### src/rtl/sclkm_pkg.sv
// Constants, types and register map of the system clock manager with PLL controls
// Functional notes
// RULE1: System clock from exactly one of three sources
// RULE2: Crystal or master clock is source after reset
// RULE3: Board holds the unused crystal/master input low
// RULE4: PLL reference kept within its frequency limits
// RULE5: Dividers keep PLL output within frequency limits
// RULE6: Safety mode falls back to crystal when unlocked
// RULE7: Writing zero to bypass selects the PLL
// RULE8: Blocks get system clock halved, modulator undivided
// RULE9: Global gate plus per-block gate on each clock
// RULE10: Bus clock runs except in hardware power-down
// RULE11: Phase detector compares matching rising edges
// RULE12: Input divider code 0 and 1 divide by one
// RULE13: Loop factor codes only from 5 to 55
// RULE14: Coarse lock within ten percent, refreshed every 32
// RULE15: Loss of lock readable in status register
// RULE16: Divided reference equals reference over input factor
// RULE17: Fractional mode adds fraction and dither term
// RULE18: Dither-disable bit removes the dither term
// RULE19: No loop factors 5 to 7 in fractional mode
// RULE20: Fraction word written before fractional mode enabled
// RULE21: Loss-of-lock flag sits at status bit seven
// RULE22: Power-down bypasses PLL to crystal, then stops clocks
// RULE23: Source switching is glitch-free
package sclkm_pkg;

    // --------------------------------------------------------------
    // Register offsets
    // --------------------------------------------------------------
    localparam logic [7:0] ADDR_CFG0 = 8'hC0;
    localparam logic [7:0] ADDR_FINE_MULTIPLIER_WORD_LO = 8'hC1;
    localparam logic [7:0] ADDR_FINE_MULTIPLIER_WORD_HI = 8'hC2;
    localparam logic [7:0] ADDR_CFG3 = 8'hC3;
    localparam logic [7:0] ADDR_FRONT = 8'hC4;
    localparam logic [7:0] ADDR_STATUS = 8'hC5;
    localparam logic [7:0] ADDR_CONV = 8'hC6;
    localparam logic [7:0] ADDR_GATE = 8'hC7;
    localparam logic [7:0] ADDR_CORE = 8'hC8;
    localparam logic [7:0] ADDR_BYPASS = 8'hC9;

    // --------------------------------------------------------------
    // Field positions
    // --------------------------------------------------------------
    localparam int CFG0_FINE_MULTIPLIER_WORD_EN_BIT = 7;
    localparam int CFG0_DDIS_BIT = 6;
    localparam int FE_SAFETY_BIT = 7;
    localparam int FE_STANDBY_BIT = 5;
    localparam int CONV_ADC_ON_BIT = 1;
    localparam int GATE_MOD_BIT = 4;
    localparam int GATE_SRC_BIT = 3;
    localparam int GATE_PROC_BIT = 2;
    localparam int CORE_ON_BIT = 0;
    localparam int ST_UNLOCK_BIT = 7;
    localparam int ST_LOCK_BIT = 0;

    // --------------------------------------------------------------
    // Values after reset
    // --------------------------------------------------------------
    localparam logic [3:0] RST_IDF = 4'h1;
    localparam logic [5:0] RST_LDF = 6'h08;
    localparam logic [15:0] RST_FINE_MULTIPLIER_WORD = 16'h0000;
    localparam logic [1:0] RST_BYPASS = 2'h1;

    // --------------------------------------------------------------
    // Lock detector timing
    // --------------------------------------------------------------
    localparam int LOCK_WINDOW = 32;
    localparam int LOCK_TOL_PCT = 10;
    localparam logic [7:0] LOCK_MIN = 8'((LOCK_WINDOW * (100 - LOCK_TOL_PCT) + 99) / 100);
    localparam logic [7:0] LOCK_MAX = 8'((LOCK_WINDOW * (100 + LOCK_TOL_PCT)) / 100);

    // --------------------------------------------------------------
    // Types
    // --------------------------------------------------------------
    typedef enum logic [1:0] {
        SRC_PLL = 2'b00,
        SRC_XTAL = 2'b01,
        SRC_BITCLK = 2'b10
    } sclkm_src_e;

    typedef enum logic [1:0] {
        PS_RUN = 2'b00,
        PS_BYPASS = 2'b01,
        PS_OFF = 2'b10
    } sclkm_pwr_e;

    typedef struct packed {
        logic fractional_mode_enable;
        logic dither_disable_bit;
        logic [3:0] input_divide_factor;
        logic [5:0] loop_divider_code;
        logic [15:0] fine_multiplier_bits;
        logic safety;
        logic pll_standby;
        logic adc_on;
        logic mod_on;
        logic src_on;
        logic proc_on;
        logic core_on;
        logic [1:0] bypass;
    } sclkm_cfg_s;

endpackage

### src/rtl/sclkm_top.sv
// System clock manager: source select, block clock gating and PLL digital control
`timescale 1ns/10ps
`default_nettype none
module sclkm_top
    import sclkm_pkg::*;
(
    input wire logic core_clk,
    input wire logic reset,
    input wire logic reg_wr_en,
    input wire logic [7:0] reg_addr,
    input wire logic [7:0] reg_wdata,
    output logic [7:0] reg_rdata,
    input wire logic serial_bit_clock_in,
    input wire logic crystal_clock_in,
    input wire logic pll_reference_input,
    input wire logic controlled_oscillator,
    input wire logic hw_powerdown,
    output logic sys_clk_out,
    output logic [2:0] block_clk,
    output logic mod_clk,
    output logic bus_clk_en,
    output logic pll_standby_out,
    output logic phase_up,
    output logic phase_down,
    output logic coarse_lock_flag,
    output logic [22:0] fine_multiplier_word,
    output logic [1:0] active_source
);

    // Level of the chosen source, as sampled on this edge
    function automatic logic src_level(input logic [1:0] sel, input logic bclk,
                                       input logic xtal, input logic pll);
        case (sel)
            SRC_PLL: src_level = pll;
            SRC_BITCLK: src_level = bclk;
            default: src_level = xtal;
        endcase
    endfunction

    // Codes 0 and 1 both give one; anything else is its own value
    function automatic logic [6:0] div_factor(input logic [5:0] code);
        div_factor = (code < 6'h02) ? 7'h01 : {1'b0, code};
    endfunction

    // --------------------------------------------------------------
    // Register file
    // --------------------------------------------------------------
    sclkm_cfg_s cfg_q, cfg_d;
    logic [7:0] rdata_q, rdata_d;
    logic lock_q, lock_d;

    // Software writes; unmapped offsets are ignored
    always_comb
    begin
        cfg_d = cfg_q;
        if (reg_wr_en)
        begin
            case (reg_addr)
                ADDR_CFG0:
                begin
                    cfg_d.fractional_mode_enable = reg_wdata[CFG0_FINE_MULTIPLIER_WORD_EN_BIT];
                    cfg_d.dither_disable_bit = reg_wdata[CFG0_DDIS_BIT];
                    cfg_d.input_divide_factor = reg_wdata[3:0]; // see RULE12
                end
                ADDR_FINE_MULTIPLIER_WORD_LO: cfg_d.fine_multiplier_bits[7:0] = reg_wdata;
                ADDR_FINE_MULTIPLIER_WORD_HI: cfg_d.fine_multiplier_bits[15:8] = reg_wdata;
                ADDR_CFG3: cfg_d.loop_divider_code = reg_wdata[5:0];
                ADDR_FRONT:
                begin
                    cfg_d.safety = reg_wdata[FE_SAFETY_BIT];
                    cfg_d.pll_standby = reg_wdata[FE_STANDBY_BIT];
                end
                ADDR_CONV: cfg_d.adc_on = reg_wdata[CONV_ADC_ON_BIT];
                ADDR_GATE:
                begin
                    cfg_d.mod_on = reg_wdata[GATE_MOD_BIT];
                    cfg_d.src_on = reg_wdata[GATE_SRC_BIT];
                    cfg_d.proc_on = reg_wdata[GATE_PROC_BIT];
                end
                ADDR_CORE: cfg_d.core_on = reg_wdata[CORE_ON_BIT];
                ADDR_BYPASS: cfg_d.bypass = reg_wdata[1:0]; // see RULE7
                default: cfg_d = cfg_q;
            endcase
        end
    end

    // Read data is registered so it never glitches with the address
    always_comb
    begin
        rdata_d = 8'h00;
        case (reg_addr)
            ADDR_CFG0:
            begin
                rdata_d[CFG0_FINE_MULTIPLIER_WORD_EN_BIT] = cfg_q.fractional_mode_enable;
                rdata_d[CFG0_DDIS_BIT] = cfg_q.dither_disable_bit;
                rdata_d[3:0] = cfg_q.input_divide_factor;
            end
            ADDR_FINE_MULTIPLIER_WORD_LO: rdata_d = cfg_q.fine_multiplier_bits[7:0];
            ADDR_FINE_MULTIPLIER_WORD_HI: rdata_d = cfg_q.fine_multiplier_bits[15:8];
            ADDR_CFG3: rdata_d[5:0] = cfg_q.loop_divider_code;
            ADDR_FRONT:
            begin
                rdata_d[FE_SAFETY_BIT] = cfg_q.safety;
                rdata_d[FE_STANDBY_BIT] = cfg_q.pll_standby;
            end
            ADDR_STATUS:
            begin
                rdata_d[ST_UNLOCK_BIT] = ~lock_q; // see RULE15 RULE21
                rdata_d[ST_LOCK_BIT] = lock_q;
            end
            ADDR_CONV: rdata_d[CONV_ADC_ON_BIT] = cfg_q.adc_on;
            ADDR_GATE:
            begin
                rdata_d[GATE_MOD_BIT] = cfg_q.mod_on;
                rdata_d[GATE_SRC_BIT] = cfg_q.src_on;
                rdata_d[GATE_PROC_BIT] = cfg_q.proc_on;
            end
            ADDR_CORE: rdata_d[CORE_ON_BIT] = cfg_q.core_on;
            ADDR_BYPASS: rdata_d[1:0] = cfg_q.bypass;
            default: rdata_d = 8'h00;
        endcase
    end

    // Register file storage; crystal is the source after reset
    always_ff @(posedge core_clk)
    begin
        if (reset)
        begin
            cfg_q <= '0;
            cfg_q.input_divide_factor <= RST_IDF;
            cfg_q.loop_divider_code <= RST_LDF;
            cfg_q.fine_multiplier_bits <= RST_FINE_MULTIPLIER_WORD;
            cfg_q.bypass <= RST_BYPASS; // see RULE2
            rdata_q <= 8'h00;
        end
        else
        begin
            cfg_q <= cfg_d;
            rdata_q <= rdata_d;
        end
    end

    // --------------------------------------------------------------
    // Power-down sequencer and source selection
    // --------------------------------------------------------------
    sclkm_pwr_e pwr_q, pwr_d;
    logic [1:0] src_q, src_d, want_src;
    logic sys_q, sys_d;
    logic [2:0] div_q, div_d;

    // Wanted source: forced to crystal outside run, or when PLL unusable
    always_comb
    begin
        want_src = SRC_XTAL;
        if (pwr_q == PS_RUN)
        begin
            case (cfg_q.bypass)
                SRC_PLL: want_src = ((cfg_q.safety && !lock_q) || cfg_q.pll_standby)
                                    ? SRC_XTAL : SRC_PLL; // see RULE1 RULE6
                SRC_BITCLK: want_src = SRC_BITCLK;
                default: want_src = SRC_XTAL;
            endcase
        end
    end

    // Switch only while both old and new clocks sit low, so no pulse is cut
    always_comb
    begin
        src_d = src_q;
        if (want_src != src_q && !sys_q &&
            !src_level(want_src, serial_bit_clock_in, crystal_clock_in, controlled_oscillator))
        begin
            src_d = want_src; // see RULE23
        end
        pwr_d = pwr_q;
        case (pwr_q)
            PS_RUN: if (hw_powerdown) pwr_d = PS_BYPASS;
            PS_BYPASS:
            begin
                // Leave only once the halved clocks are back low, else one stays stuck high
                if (src_q == SRC_XTAL && !sys_q && div_q == 3'h0) pwr_d = PS_OFF; // see RULE22
            end
            PS_OFF: if (!hw_powerdown) pwr_d = PS_RUN;
            default: pwr_d = PS_RUN;
        endcase
        sys_d = (pwr_d == PS_OFF) ? 1'b0 :
                src_level(src_d, serial_bit_clock_in, crystal_clock_in, controlled_oscillator);
    end

    always_ff @(posedge core_clk)
    begin
        if (reset)
        begin
            pwr_q <= PS_RUN;
            src_q <= SRC_XTAL;
            sys_q <= 1'b0;
        end
        else
        begin
            pwr_q <= pwr_d;
            src_q <= src_d;
            sys_q <= sys_d;
        end
    end

    // --------------------------------------------------------------
    // Peripheral clock gating and division
    // --------------------------------------------------------------
    logic [3:0] gate_q, gate_d, gate_want;
    logic mod_q, mod_d;
    logic sys_rise;

    assign sys_rise = sys_d && !sys_q;

    // Global core gate ANDed with each block's own gate; moves only while low
    always_comb
    begin
        gate_want[0] = cfg_q.adc_on;
        gate_want[1] = cfg_q.proc_on;
        gate_want[2] = cfg_q.src_on;
        gate_want[3] = cfg_q.mod_on;
        gate_d = gate_q;
        if (!sys_q)
        begin
            gate_d = (cfg_q.core_on && pwr_q == PS_RUN) ? gate_want : 4'h0; // see RULE9
        end
        mod_d = sys_d && gate_d[3]; // see RULE8
    end

    // Halving dividers finish a high half before stopping
    genvar gi;
    generate
        for (gi = 0; gi < 3; gi++)
        begin : g_div
            always_comb
            begin
                div_d[gi] = div_q[gi];
                if (sys_rise && (gate_d[gi] || div_q[gi]))
                begin
                    div_d[gi] = ~div_q[gi]; // see RULE8
                end
            end
        end
    endgenerate

    always_ff @(posedge core_clk)
    begin
        if (reset)
        begin
            gate_q <= 4'h0;
            div_q <= 3'h0;
            mod_q <= 1'b0;
        end
        else
        begin
            gate_q <= gate_d;
            div_q <= div_d;
            mod_q <= mod_d;
        end
    end

    // --------------------------------------------------------------
    // PLL dividers, phase detector and lock detector
    // --------------------------------------------------------------
    logic ref_q, vco_q, up_q, up_d, dn_q, dn_d, ref_p, fb_p;
    logic [3:0] idf_cnt_q, idf_cnt_d;
    logic [6:0] ldf_cnt_q, ldf_cnt_d, ldf_mod;
    logic [15:0] acc_q, acc_d;
    logic carry_q, carry_d;
    logic [4:0] win_q, win_d;
    logic [7:0] fb_cnt_q, fb_cnt_d, fb_total;
    logic [22:0] word_q, word_d;
    logic [16:0] acc_sum;

    // Standby clears the dividers and keeps them at zero; the oscillator is off anyway
    always_comb
    begin
        ref_p = 1'b0;
        fb_p = 1'b0;
        idf_cnt_d = idf_cnt_q;
        ldf_cnt_d = ldf_cnt_q;
        acc_d = acc_q;
        carry_d = carry_q;
        acc_sum = {1'b0, acc_q} + {1'b0, cfg_q.fine_multiplier_bits} +
                  {16'h0000, !cfg_q.dither_disable_bit}; // see RULE18
        // Carry adds one extra oscillator cycle, averaging the fraction in
        ldf_mod = div_factor(cfg_q.loop_divider_code) + {6'h00, carry_q}; // see RULE17
        if (cfg_q.pll_standby)
        begin
            idf_cnt_d = 4'h0;
            ldf_cnt_d = 7'h00;
        end
        else
        begin
            if (pll_reference_input && !ref_q)
            begin
                if ({3'h0, idf_cnt_q} >= div_factor({2'h0, cfg_q.input_divide_factor}) - 7'h01)
                begin
                    idf_cnt_d = 4'h0;
                    ref_p = 1'b1; // see RULE16
                end
                else
                begin
                    idf_cnt_d = idf_cnt_q + 4'h1;
                end
            end
            if (controlled_oscillator && !vco_q)
            begin
                if (ldf_cnt_q >= ldf_mod - 7'h01)
                begin
                    ldf_cnt_d = 7'h00;
                    fb_p = 1'b1;
                    acc_d = cfg_q.fractional_mode_enable ? acc_sum[15:0] : 16'h0000;
                    carry_d = cfg_q.fractional_mode_enable && acc_sum[16];
                end
                else
                begin
                    ldf_cnt_d = ldf_cnt_q + 7'h01;
                end
            end
        end
        // Rising edge of each input sets its flag; both set cancels
        up_d = up_q || ref_p; // see RULE11
        dn_d = dn_q || fb_p;
        if (up_d && dn_d)
        begin
            up_d = 1'b0;
            dn_d = 1'b0;
        end
        // Coarse lock: feedback edges per window of divided-reference edges
        fb_total = fb_cnt_q + {7'h00, fb_p};
        fb_cnt_d = (fb_total == 8'hFF) ? fb_cnt_q : fb_total;
        win_d = win_q;
        lock_d = lock_q;
        if (ref_p)
        begin
            win_d = win_q + 5'h01;
            if (win_q == 5'(LOCK_WINDOW - 1))
            begin
                lock_d = (fb_total >= LOCK_MIN) && (fb_total <= LOCK_MAX); // see RULE14
                fb_cnt_d = 8'h00;
            end
        end
        if (cfg_q.pll_standby)
        begin
            lock_d = 1'b0;
        end
        word_d = {cfg_q.loop_divider_code,
                  cfg_q.fractional_mode_enable ? cfg_q.fine_multiplier_bits : 16'h0000,
                  cfg_q.fractional_mode_enable && !cfg_q.dither_disable_bit};
    end

    always_ff @(posedge core_clk)
    begin
        if (reset)
        begin
            ref_q <= 1'b0;
            vco_q <= 1'b0;
            up_q <= 1'b0;
            dn_q <= 1'b0;
            idf_cnt_q <= 4'h0;
            ldf_cnt_q <= 7'h00;
            acc_q <= 16'h0000;
            carry_q <= 1'b0;
            win_q <= 5'h00;
            fb_cnt_q <= 8'h00;
            lock_q <= 1'b0;
            word_q <= 23'h000000;
        end
        else
        begin
            ref_q <= pll_reference_input;
            vco_q <= controlled_oscillator;
            up_q <= up_d;
            dn_q <= dn_d;
            idf_cnt_q <= idf_cnt_d;
            ldf_cnt_q <= ldf_cnt_d;
            acc_q <= acc_d;
            carry_q <= carry_d;
            win_q <= win_d;
            fb_cnt_q <= fb_cnt_d;
            lock_q <= lock_d;
            word_q <= word_d;
        end
    end

    // Outputs
    assign reg_rdata = rdata_q;
    assign sys_clk_out = sys_q;
    assign block_clk = div_q;
    assign mod_clk = mod_q;
    assign bus_clk_en = (pwr_q != PS_OFF); // see RULE10
    assign pll_standby_out = cfg_q.pll_standby;
    assign phase_up = up_q;
    assign phase_down = dn_q;
    assign coarse_lock_flag = lock_q;
    assign fine_multiplier_word = word_q;
    assign active_source = src_q;

    // --------------------------------------------------------------
    // Checks
    // --------------------------------------------------------------
    a_src_legal: assert property (@(posedge core_clk) disable iff (reset) // see RULE1
        src_q != 2'b11) else $error("active source code out of range");
    a_reset_xtal: assert property (@(posedge core_clk) // see RULE2
        $fell(reset) |-> src_q == SRC_XTAL && cfg_q.bypass == RST_BYPASS)
        else $error("source after reset is not crystal");
    a_safety_fall: assert property (@(posedge core_clk) disable iff (reset) // see RULE6
        (cfg_q.safety && !lock_q && cfg_q.bypass == SRC_PLL && src_q == SRC_PLL &&
         !sys_q && !crystal_clock_in)
        |=> src_q == SRC_XTAL) else $error("no fallback on unlock");
    a_switch_low: assert property (@(posedge core_clk) disable iff (reset) // see RULE23
        (src_q != $past(src_q)) |-> !$past(sys_q) && !sys_q)
        else $error("source switched during high phase");
    a_div_half: assert property (@(posedge core_clk) disable iff (reset) // see RULE8
        $rose(div_q[0]) |-> $rose(sys_q)) else $error("divider moved off system edge");
    a_gate_off: assert property (@(posedge core_clk) disable iff (reset) // see RULE9
        (!cfg_q.core_on && !sys_q) |=> gate_q == 4'h0) else $error("global gate ignored");
    a_pd_bus: assert property (@(posedge core_clk) disable iff (reset) // see RULE10 RULE22
        (pwr_q == PS_OFF) |-> !bus_clk_en && src_q == SRC_XTAL && !sys_q && div_q == 3'h0 && !mod_q)
        else $error("power-down state wrong");
    a_pfd_pair: assert property (@(posedge core_clk) disable iff (reset) // see RULE11
        !(up_q && dn_q)) else $error("both phase outputs high");
    a_lock_win: assert property (@(posedge core_clk) disable iff (reset) // see RULE14
        (lock_q != $past(lock_q) && !$past(cfg_q.pll_standby)) |-> $past(win_q) == 5'h1F)
        else $error("lock changed outside window end");
    a_unlock_rd: assert property (@(posedge core_clk) disable iff (reset) // see RULE15 RULE21
        (reg_addr == ADDR_STATUS) |=> reg_rdata[ST_UNLOCK_BIT] == !$past(lock_q))
        else $error("unlock status bit wrong");

endmodule
`default_nettype wire

### config.mk
export PLATFORM = sky130hd
export DESIGN_NAME = sclkm_top
export DESIGN_NICKNAME = d
export VERILOG_FILES = /design/src/rtl/sclkm_pkg.sv /design/src/rtl/sclkm_top.sv
export SDC_FILE = /design/constraint.sdc
export NUM_CORES = 1
export LEC_CHECK = 0
export BUFFER_PORTS_ARGS = -buffer_cell sky130_fd_sc_hd__buf_2
export CAP_MARGIN = 20
export CORE_ASPECT_RATIO = 1.75
export CORE_MARGIN = 2
export CORE_UTILIZATION = 53
export CTS_CLUSTER_DIAMETER = 150
export DETAILED_ROUTE_END_ITERATION = 8
export PLACE_DENSITY_LB_ADDON = 0.3
export SLEW_MARGIN = 20
export SYNTH_ARGS = -nofsm -noshare
export SYNTH_HDL_FRONTEND = slang
export SYNTH_SLANG_ARGS = --single-unit
### constraint.sdc
create_clock -name core_clk -period 5.4 [get_ports core_clk]
set_input_delay 0.54 -clock core_clk [delete_from_list [all_inputs] [get_ports core_clk]]
set_output_delay 0.54 -clock core_clk [all_outputs]
set_load 0.02 [all_outputs]
## Word-level counts from Yosys, hierarchy flattened

Cells that the tools add are included.

- Register bits after elaboration: 127
- Logic and storage cells: 160
- Output and inout port bits: 43
- Input bits: 24

- Order comparisons: 6
- Multiplexer cells: 34
- Add/subtract/negate cells: 9
- Equal/unequal tests: 21
- Bitwise operators: 6
- Reductions and logical operators: 48

Operators by type and width:

| operator | number |
|---|---|
| $eq A8 B8 Y1 const B | 11 |
| $mux W8 | 3 |
| $reduce_and A2 Y1 | 10 |
| $add A16 B16 Y17 | 1 |
| $add A17 B1 Y17 | 1 |
| $logic_and A1 B1 Y1 | 17 |
| $mux W16 | 1 |
| $mux W4 | 4 |
| $eq A2 B2 Y1 const B | 5 |
| $mux W2 | 5 |
| $pmux W2 S5 | 1 |
| $add A8 B1 Y8 | 1 |
| $ge A8 B5 Y1 const B | 1 |
| $le A8 B6 Y1 const B | 1 |
| $logic_not A2 Y1 | 4 |
| $mux W1 | 8 |
| $pmux W1 S4 | 2 |
| $add A6 B1 Y7 | 1 |
| $add A7 B1 Y7 const B | 1 |
| $ge A4 B7 Y1 | 1 |
| $ge A7 B7 Y1 | 1 |
| $mux W7 | 1 |
| $pmux W1 S7 | 1 |
| $sub A7 B1 Y7 const B | 1 |
| 22 further kinds | 41 |

## Longest topological paths before layout

Gate-level depths: netlist (run 1).

- Word-level depth: 16
- Gate-level depth with buffers: 24
- Mapped depth without buffers: 21

## Worst setup path after synthesis (run 1)

OpenSTA, ideal clock, no wires.

- Path type: flip-flop to flip-flop
- Start point: register cfg_q[27] in the netlist's numbering
- End point: register fb_cnt_q[3]
- Required time: 5277 ps
- Stages on the path, launching flop included: 23
- Arrival time: 4479 ps
- Slack: 798 ps
- Path buffers: 3
- Period minus slack after synthesis: 4602 ps
- Setup time: 123 ps
- Cells stage by stage: dfxtp_1 > clkbuf_1 > nor4_1 > a21oi_1 > ha_1 > ha_1 > xnor2_1 > ha_1 > nand2_1 > o21ai_0 > a211o_1 > nand3b_1 > inv_1 > clkbuf_1 > ha_1 > ha_1 > clkbuf_2 > nand2_1 > or3_1 > xor2_1 > or4_4 > or3b_1 > a21oi_1

- Cells in the longest elaborated chain, start to end: 13

Ends and longest elaborated chain:

| item | line | RTL |
|---|---|---|
| from (decl) | sclkm_top.sv:48 | `sclkm_cfg_s cfg_q, cfg_d;` |
| from (signal assigned) | sclkm_top.sv:138 | `cfg_q <= cfg_d;` |
| $lt A6 B2 Y1 | sclkm_top.sv:42 | `div_factor = (code < 6'h02) ? 7'h01 : {1'b0, code};` |
| $mux W6 * | sclkm_top.sv:42 |  |
| $add A6 B1 Y7 * | sclkm_top.sv:287 | `ldf_mod = div_factor(cfg_q.loop_divider_code) + {6'h00, carry_q};` |
| $sub A7 B1 Y7 * | sclkm_top.sv:309 | `if (ldf_cnt_q >= ldf_mod - 7'h01)` |
| $ge A7 B7 Y1 * | sclkm_top.sv:309 |  |
| $mux W1 * | sclkm_top.sv:309 |  |
| $mux W1 * | sclkm_top.sv:307 | `if (controlled_oscillator && !vco_q)` |
| $mux W1 * | sclkm_top.sv:288 | `if (cfg_q.pll_standby)` |
| $add A8 B1 Y8 * | sclkm_top.sv:331 | `fb_total = fb_cnt_q + {7'h00, fb_p};` |
| $eq A8 B8 Y1 | sclkm_top.sv:332 | `fb_cnt_d = (fb_total == 8'hFF) ? fb_cnt_q : fb_total;` |
| $mux W8 * | sclkm_top.sv:332 |  |
| $mux W8 | sclkm_top.sv:338 | `if (win_q == 5'(LOCK_WINDOW - 1))` |
| $mux W8 * | sclkm_top.sv:335 | `if (ref_p)` |
| to (signal assigned) | sclkm_top.sv:381 | `fb_cnt_q <= fb_cnt_d;` |
| to (decl) | sclkm_top.sv:271 | `logic [7:0] fb_cnt_q, fb_cnt_d, fb_total;` |

Mark *: on every way between the ends. The rest lies on a longest branch, timed or not.
A chain may end at the register's enable or synchronous reset.

## Worst setup path after layout (run 1)

- Start point: register cfg_q[27] in the netlist's numbering
- End point: register fb_cnt_q[0]

Same word-level chain as after synthesis.

==> results of run 1 <==
==> how the worst min path moves through the flow <==
stage / end / slack [ns] / depth (start not counted)
floorplan: acc_q[2] / 0.44 / 2
global placement: phase_down / 0.42 / 1
detailed placement: phase_down / 0.44 / 1
CTS: ref_q / 0.33 / 2
global route: ref_q / 0.36 / 2
finish: ref_q / 0.34 / 2
==> per-layer routing <==
metal  part of all wire  routed length, microns
met1               0.37                    5760
met2               0.54                    8310
met3              0.048                     750
met5                  0                       0
met4              0.042                     652
==> critical path, cell delays in order, from the launching register on <==
cell and delay [ns]:
dfxtp_1 0.38, nor4_1 0.38, a21oi_1 0.13, ha_1 0.22, ha_1 0.23, nand2_1 0.10, xor2_1 0.17, ha_1 0.28
a211oi_1 0.25, nor2_1 0.08, a211o_1 0.31, nand3b_1 0.11, buf_4 0.21, inv_1 0.07, ha_1 0.25, ha_1 0.30
a21oi_1 0.15, mux2i_1 0.09, nor2b_1 0.12, o21ai_0 0.12, or4_4 0.52, o21ai_0 0.19, nor2_1 0.06
==> logic make-up (layout without fill, tap and decap cells) <==
kind of cell	count (synthesis)	in the layout	synth area share
DFF	127	127	0.411
adders and majority gates	37	37	0.0772
AOI/OAI and AO/OA	118	118	0.123
buffers and inverters	49	124	0.0311
muxes	49	49	0.0867
xor gates and xnor gates	31	31	0.0438
and+or+nand+nor	278	278	0.228
==> sequential cells by signal, indices dropped and copies added (netlist names), 4 cells and up <==
register              cells
acc_q                    16
cfg_q                    36
fb_cnt_q                  8
fine_multiplier_word     23
gate_q                    4
idf_cnt_q                 4
ldf_cnt_q                 7
reg_rdata                 8
win_q                     5
==> final cells by class <==
cell class	count	area, sq um	area share
clock inverters	14	168	0.0232
well taps	135	169	0.0234
repair buffers	71	368	0.0510
multi-input cells	513	3460	0.479
clock buffers	18	429	0.0595
flip-flops and latches	127	2540	0.352
inverters	21	78.8	0.0109
==> power by group <==
| part | total, W | internal (W) | switching (W) |
|---|---|---|---|
| sequential | 0.000956 | 0.000945 | 0.0000105 |
| clock | 0.00115 | 0.000724 | 0.000429 |
| combinational | 0.0000891 | 0.0000322 | 0.0000569 |
==> synthesized netlist by cell type, drive strengths merged (6+ instances only) <==
master and instances:
a21o 9, clkbuf 21, and2 20, a22oi 8, nand3 19, mux2 7
xnor2 19, xor2 12, a211o 6, buf 7, nor4 6, nor2b 22
mux2i 39, nor3 11, nand2b 15, a21oi 37, nand4 9, nand2 48
nor2 100, o21ai 21, a22o 8, and3 6, inv 20, dfxtp 127
ha 35
==> per-stage QoR <==
stage	setup slack (ns)	util	total power, W
2_1_floorplan	0.798	-	0.00103
3_3_place_gp	0.885	0.578	0.00106
3_5_place_dp	0.693	0.578	0.00106
4_1_cts	0.620	0.630	0.00221
5_1_grt	0.198	0.630	0.00226
6_report	0.573	0.630	0.00220
==> out/metrics.sh, run 1 <==
DETAILEDPLACEMENTHPWL_MM=11.2
CRIT-REG2REG-CAPTURE='fb_cnt_q[0]'
FINAL_ANTENNA_VIOLATING_NET_COUNT=0
HOLD_PATH.CLASS='input port to flip-flop'
GR-USAGE-MET3=0.0517
FINISH.NET_COUNT=812
REGTOREGSTARTPOINT='cfg_q[27]'
DRT-VIAS-PER-INSTANCE=5.79
GRT_SETUP_UNREPAIRED='false'
TRITONCTS.NUM_BUFFERS=17
TIMING.SETUP.TNS_NS=0
ANTENNA_FOUND_INITIAL=0
ANTENNA_CELLS=0
CORE-AREA_SQ_UM=11500
FIRST_GLOBAL_VIAS=5256
PIN_COUNT_OF_THE_BIGGEST_NET_ENTERING_GLOBAL_ROUTING=48
POST-ROUTE-MIN-PERIOD_NS=4.83
LAYOUT.CELL_AREA.NON_FILLER_SQ_UM=7210
GRT.TOTAL_USAGE=0.255
YS_TYPES=62
SYNTH_TOP_AREA_FRAC=0.411
DRV_SLEW=0
R2R_SETUP_SLACK_NS=0.57
INITIAL_UTILIZATION=0.541
DETAIL_ROUTE.DRC_VIOLATIONS=0
TIMING.CRITICAL_PATH.TO='fb_cnt_q[0]'
SYNTH-EDFF-COUNT=0
POSTSYNTHNETCOUNT=750
WORSTSKEWPAIRLATENCY_NS=0.42
STD_CELL_ROWS=52
GRT_BUSIEST_LAYER='met2'
POSTSYNTH.ASYNCRESETSHARE=0
WL_PER_CELL_MICRONS=17.2
REQUIRED_NS=5.71
CTS_ROOT_CELL='clkbuf_16'
TIMING.FINAL.CRIT_SHARE=0.894
WORST_MAX_SLEW_PIN_SLEW_NS=0.681
HTREEDEPTH=4
GLOBAL_ROUTE.USAGE.MET2=0.461
IOPINCOUNT=67
DETAILED_ROUTE_WIRE_LENGTH_MM=15.5
POST_SYNTH_MAIN_AREA_CONTRIBUTORS='dfxtp_1, ha_1, mux2i_1'
FINALCLOCKSKEW_NS=0.00556
FINALSETUPVIOLCOUNT=0
CLKSINKCOUNT=127
PLACED_AREA_SQ_UM=6620
DR.PASS1.ITERS=5
SEQ_AREA_FRAC_SYNTH=0.411
MOST_FREQUENT_STANDARD_CELL_IN_THE_LAYOUT_EXCLUDING_FILL_AND_TAP_CELLS='dfxtp_1'
ENDPOINT_KIND='flip-flop'
NETLIST.TOP_CELL.BY_AREA='dfxtp_1'
PATH_MAX_FANOUT=13
YS.FLOP_TYPE='dfxtp_1'
FILLERINSTANCES=983
CLOCK_PATH_BUFFERS=2
DP.CELLS=867
BUFFER_PORTS.INSERTED=66
POST_CTS_RESIZE_COUNT=0
MAX-SLEW-MARGIN-REL=0.540
CLKTRANSATPATHREGS_NS=0.06
HORIZ_DIE_DIM_MICRONS=85.7
MEAN_POST_SYNTH_CELL_AREA_SQ_UM=8.99
CTS_SETUP_BUFFERS=0
HIGHEST_IR_DROP_SEEN_ON_VDD_mV=0.285
FINALWEIGHTEDCONGESTION=0.893
YOSYS_WARN_COUNT=0
MAX-CAP-VIOLATIONS=0
TIMING.FINAL.HOLD_VIOLATIONS=0
LAYOUT.CELLS.MOST_COMMON_LIST='dfxtp_1, nor2_1, buf_2'
CLOCK_TREE_FROM_TRITONCTS='done'
TIMING.REG2REG.WORST_PATH_DEPTH=22
NUMBER_OF_NON_FILLER_INSTANCES_IN_THE_COMPLETED_LAYOUT=899
AREA_DELTA_SYNTH_FINAL_PCT=16.5
LAYOUT-DRIVE-GT1-SHARE=0.160
PATH_CLASS='flip-flop to flip-flop'
MIN-DELAY-START='pll_reference_input'
DRT_ITER0_MARKERS=251
SYNTHESIS.AREA_SQ_UM=6190
FIN_WORST_HOLD_SLACK_NS=0.340
CRIT_PATH_ARRIVAL_TIME_NS=5.13
GRT_PASS1_WL_MM=25.3
GLOBALROUTEOVERFLOWTOTAL=0
WORSTSETUPSTARTPOINT='cfg_q[27]'
SETUP.WORST_PATH.START_CLASS='flip-flop'
DESIGN.DIE.AREA_SQ_UM=12600
DIEHEIGHT_MICRONS=147
GRT_USE_MET1=0.269
CELLLEAKAGEPOWER_nW=3.12
YS_SEQ_ELEMENTS=127
POWER_DENSITY_nW_PER_UM2=305
FMAX_MHz=207
POST_SYNTHESIS_CELL_COUNT=689
RUN_STATUS='finished, final reports clean'
DETAILROUTE.VIA_COUNT=5206
POST_CTS_HOLD_BUFFER_COUNT=0
(Power assumes the default switching activity.)
==> inputs of run 2 (changes only) <==
Settings changed: ABC_AREA from default to 1, CORE_ASPECT_RATIO 1.75 to 1.1.
==> out/metrics.sh, run 2 <==
FINALWEIGHTEDCONGESTION=0.941  # was 0.893
DRV_SLEW=0  # unchanged
YOSYS_WARN_COUNT=0  # unchanged
MAX-SLEW-MARGIN-REL=0.543  # was 0.540
PATH_CLASS='flip-flop to flip-flop'  # unchanged
DR.PASS1.ITERS=5  # unchanged
TIMING.SETUP.TNS_NS=0  # unchanged
AREA_DELTA_SYNTH_FINAL_PCT=17.1  # was 16.5%
PATH_MAX_FANOUT=19  # was 13
POSTSYNTHNETCOUNT=879  # was 750
DESIGN.DIE.AREA_SQ_UM=12500  # was 12600 sq um
MEAN_POST_SYNTH_CELL_AREA_SQ_UM=7.54  # was 8.99 sq um
RUN_STATUS='finished, final reports clean'  # unchanged
HIGHEST_IR_DROP_SEEN_ON_VDD_mV=0.268  # was 0.285 mV
POST_CTS_RESIZE_COUNT=0  # unchanged
FIN_WORST_HOLD_SLACK_NS=0.335  # was 0.340 ns
SYNTH-EDFF-COUNT=0  # unchanged
LAYOUT-DRIVE-GT1-SHARE=0.139  # was 0.160
CLKSINKCOUNT=127  # unchanged
POST_SYNTHESIS_CELL_COUNT=818  # was 689
CLOCK_PATH_BUFFERS=2  # unchanged
POST_CTS_HOLD_BUFFER_COUNT=0  # unchanged
YS.FLOP_TYPE='dfxtp_1'  # unchanged
WL_PER_CELL_MICRONS=14.5  # was 17.2 microns
IOPINCOUNT=67  # unchanged
CTS_SETUP_BUFFERS=0  # unchanged
INITIAL_UTILIZATION=0.542  # was 0.541
WORST_MAX_SLEW_PIN_SLEW_NS=0.684  # was 0.681 ns
MOST_FREQUENT_STANDARD_CELL_IN_THE_LAYOUT_EXCLUDING_FILL_AND_TAP_CELLS='dfxtp_1'  # unchanged
LAYOUT.CELLS.MOST_COMMON_LIST='dfxtp_1, nand2_1, inv_1'  # was dfxtp_1, nor2_1, buf_2
SYNTH.MOST_COMMON_CELL='dfxtp_1'  # unchanged
YS_SEQ_ELEMENTS=127  # unchanged
DRT_ITER0_MARKERS=335  # was 251
NETLIST.TOP_CELL.BY_AREA='dfxtp_1'  # unchanged
PIN_COUNT_OF_THE_BIGGEST_NET_ENTERING_GLOBAL_ROUTING=53  # was 48
GLOBALROUTEOVERFLOWTOTAL=0  # unchanged
WORSTSKEWPAIRLATENCY_NS=0.43  # was 0.42 ns
LARGEST_REGISTER_FFS=36  # unchanged
DIEHEIGHT_MICRONS=117  # was 147 microns
FILLERINSTANCES=1027  # was 983
TIMING.FINAL.HOLD_VIOLATIONS=0  # unchanged
SEQCELLAREA_SQ_UM=2540  # unchanged
DRT-VIAS-PER-INSTANCE=5.32  # was 5.79
POST_SYNTH_MAIN_AREA_CONTRIBUTORS='dfxtp_1, nand2_1, ha_1'  # was dfxtp_1, ha_1, mux2i_1
DETAIL_ROUTE.DRC_VIOLATIONS=0  # unchanged
HOLD_PATH.CLASS='input port to flip-flop'  # unchanged
DETAILROUTE.VIA_COUNT=5582  # was 5206
REG_WITH_MOST_FFS='cfg_q'  # unchanged
GRT_PASS1_WL_MM=25.0  # was 25.3 mm
ENDPOINT_KIND='flip-flop'  # unchanged
ANTENNA_FOUND_INITIAL=0  # unchanged
GRT.TOTAL_USAGE=0.259  # was 0.255
CTS_ROOT_CELL='clkbuf_16'  # unchanged
SEQ_AREA_FRAC_SYNTH=0.412  # was 0.411
SYNTH_TOP_AREA_FRAC=0.412  # was 0.411
DETAILEDPLACEMENTHPWL_MM=11.1  # was 11.2 mm
CRIT_PATH_ARRIVAL_TIME_NS=4.52  # was 5.13 ns
HTREEDEPTH=4  # unchanged
MULTI_INPUT_AREA_SQ_UM=3110  # was 3460 sq um
TRITONCTS.NUM_BUFFERS=17  # unchanged
FINALCLOCKSKEW_NS=0.00734  # was 0.00556 ns
FINISH.NET_COUNT=948  # was 812
STD_CELL_ROWS=41  # was 52
CLOCK_TREE_FROM_TRITONCTS='done'  # unchanged
MAX-CAP-VIOLATIONS=0  # unchanged
SETUP.WORST_PATH.START_CLASS='flip-flop'  # unchanged
CELLLEAKAGEPOWER_nW=3.14  # was 3.12 nW
FIRST_GLOBAL_VIAS=5269  # was 5256
FINAL_ANTENNA_VIOLATING_NET_COUNT=0  # unchanged
DETAILED_ROUTE_WIRE_LENGTH_MM=15.2  # was 15.5 mm
NETLIST_TOP_CELLS_COUNT='dfxtp_1, nand2_1, inv_1, nor2_1, a21oi_1'  # was dfxtp_1, nor2_1, nand2_1, mux2i_1, a21oi_1
CORE-AREA_SQ_UM=11400  # was 11500 sq um
ANTENNA_CELLS=0  # unchanged
POWER_DENSITY_nW_PER_UM2=311  # was 305 nW/um^2
FINALSETUPVIOLCOUNT=0  # unchanged
HORIZ_DIE_DIM_MICRONS=107  # was 85.7 microns
POSTSYNTH.ASYNCRESETSHARE=0  # unchanged
POST-ROUTE-MIN-PERIOD_NS=4.21  # was 4.83 ns
YS_TYPES=43  # was 62
GRT_SETUP_UNREPAIRED='false'  # unchanged
FMAX_MHz=237  # was 207 MHz
BUFFER_PORTS.INSERTED=66  # unchanged
TIMING.FINAL.CRIT_SHARE=0.780  # was 0.894
CLKTRANSATPATHREGS_NS=0.06  # about the same
REQUIRED_NS=5.71  # about the same
SYNTHESIS.AREA_SQ_UM=6170  # was 6190 sq um
## run 2: changes by cell type after synthesis, moves of 9 or more
| cell | delta |
|---|---|
| a21o_1 | -9 |
| a21oi_1 | +39 |
| and2_1 | -19 |
| inv_1 | +94 |
| mux2i_1 | -39 |
| nand2_1 | +75 |
| nand2b_1 | -15 |
| nand3_1 | +24 |
| nor2_1 | +13 |
| nor2b_1 | -22 |
| o21ai_0 | +19 |
| xnor2_1 | -13 |
## run 2: power by group
part	switching, W	internal, W	leakage (nW)
Combinational	0.0000844	0.0000395	1.83
Sequential	0.0000131	0.000951	1.03
Clock	0.000435	0.000721	0.284
## run 2: area by class of cell
class | count | share of cell area
Clock buffer | 17 | 0.0589
Clock inverter | 15 | 0.0237
Inverter | 116 | 0.0603
Multi-Input combinational cell | 557 | 0.431
Sequential cell | 127 | 0.352
Tap cell | 150 | 0.0260
Timing Repair Buffer | 68 | 0.0478
## run 2: final timing paths
path	startpoint	end	slack, ns	depth (start not counted)
min reg2reg	cfg_q[35]	fine_multiplier_word[0]	0.47	1
min	pll_reference_input	ref_q	0.34	3
max	cfg_q[29]	fb_cnt_q[0]	1.19	25
max reg2reg	cfg_q[29]	fb_cnt_q[0]	1.19	25
## run 2: routing by layer
layer	vias to the layer above	global-route usage	share of wire
met1	2537	0.306	0.43
met3	37	0.0620	0.055
met4	0	0.146	0.039
met2	170	0.435	0.47
met5	-	0	0
li1	2838	-	-
## run 2: cells by family (layout without fill, tap and decap cells)
family / count (synthesis) / after routing / share of synthesized area
flip-flops: 127 / 127 / 0.412
adder cells (fa/ha/maj): 37 / 37 / 0.0775
AO/OA/AOI/OAI: 163 / 163 / 0.151
AND/OR/NAND/NOR: 330 / 330 / 0.236
buffers and inverters: 134 / 216 / 0.0832
XOR/XNOR: 27 / 27 / 0.0396
## run 2: stage by stage
step                worst slack, ns  power [W]  cells  area (sq um)   util
detailed placement             1.22    0.00111   1018          6620  0.582
CTS                            1.20    0.00226   1050          7220  0.634
global route                  0.705    0.00231   1050          7220  0.634
global placement               1.35    0.00111   1018          6620  0.582
finish                         1.19    0.00224   1050          7220  0.634
floorplan                      1.86    0.00107    818          6170      -
## run 2: critical path, stage by stage (launching register included)
cell     delay, ns
dfxtp_1       0.41
nor2_1        0.09
nand3_1       0.08
nand2_1       0.05
inv_1         0.05
ha_1          0.16
nand3_1       0.12
nor3_1        0.20
xor2_1        0.16
inv_1         0.06
ha_1          0.28
nand3_1       0.08
nor2_1        0.11
nand3_1       0.07
nand3_1       0.12
nand2_2       0.28
inv_1         0.20
ha_1          0.20
ha_1          0.20
nand3_1       0.13
xnor2_1       0.29
nand2_1       0.13
nor4_2        0.41
nand2_1       0.09
nand2_1       0.07
nor2_1        0.03
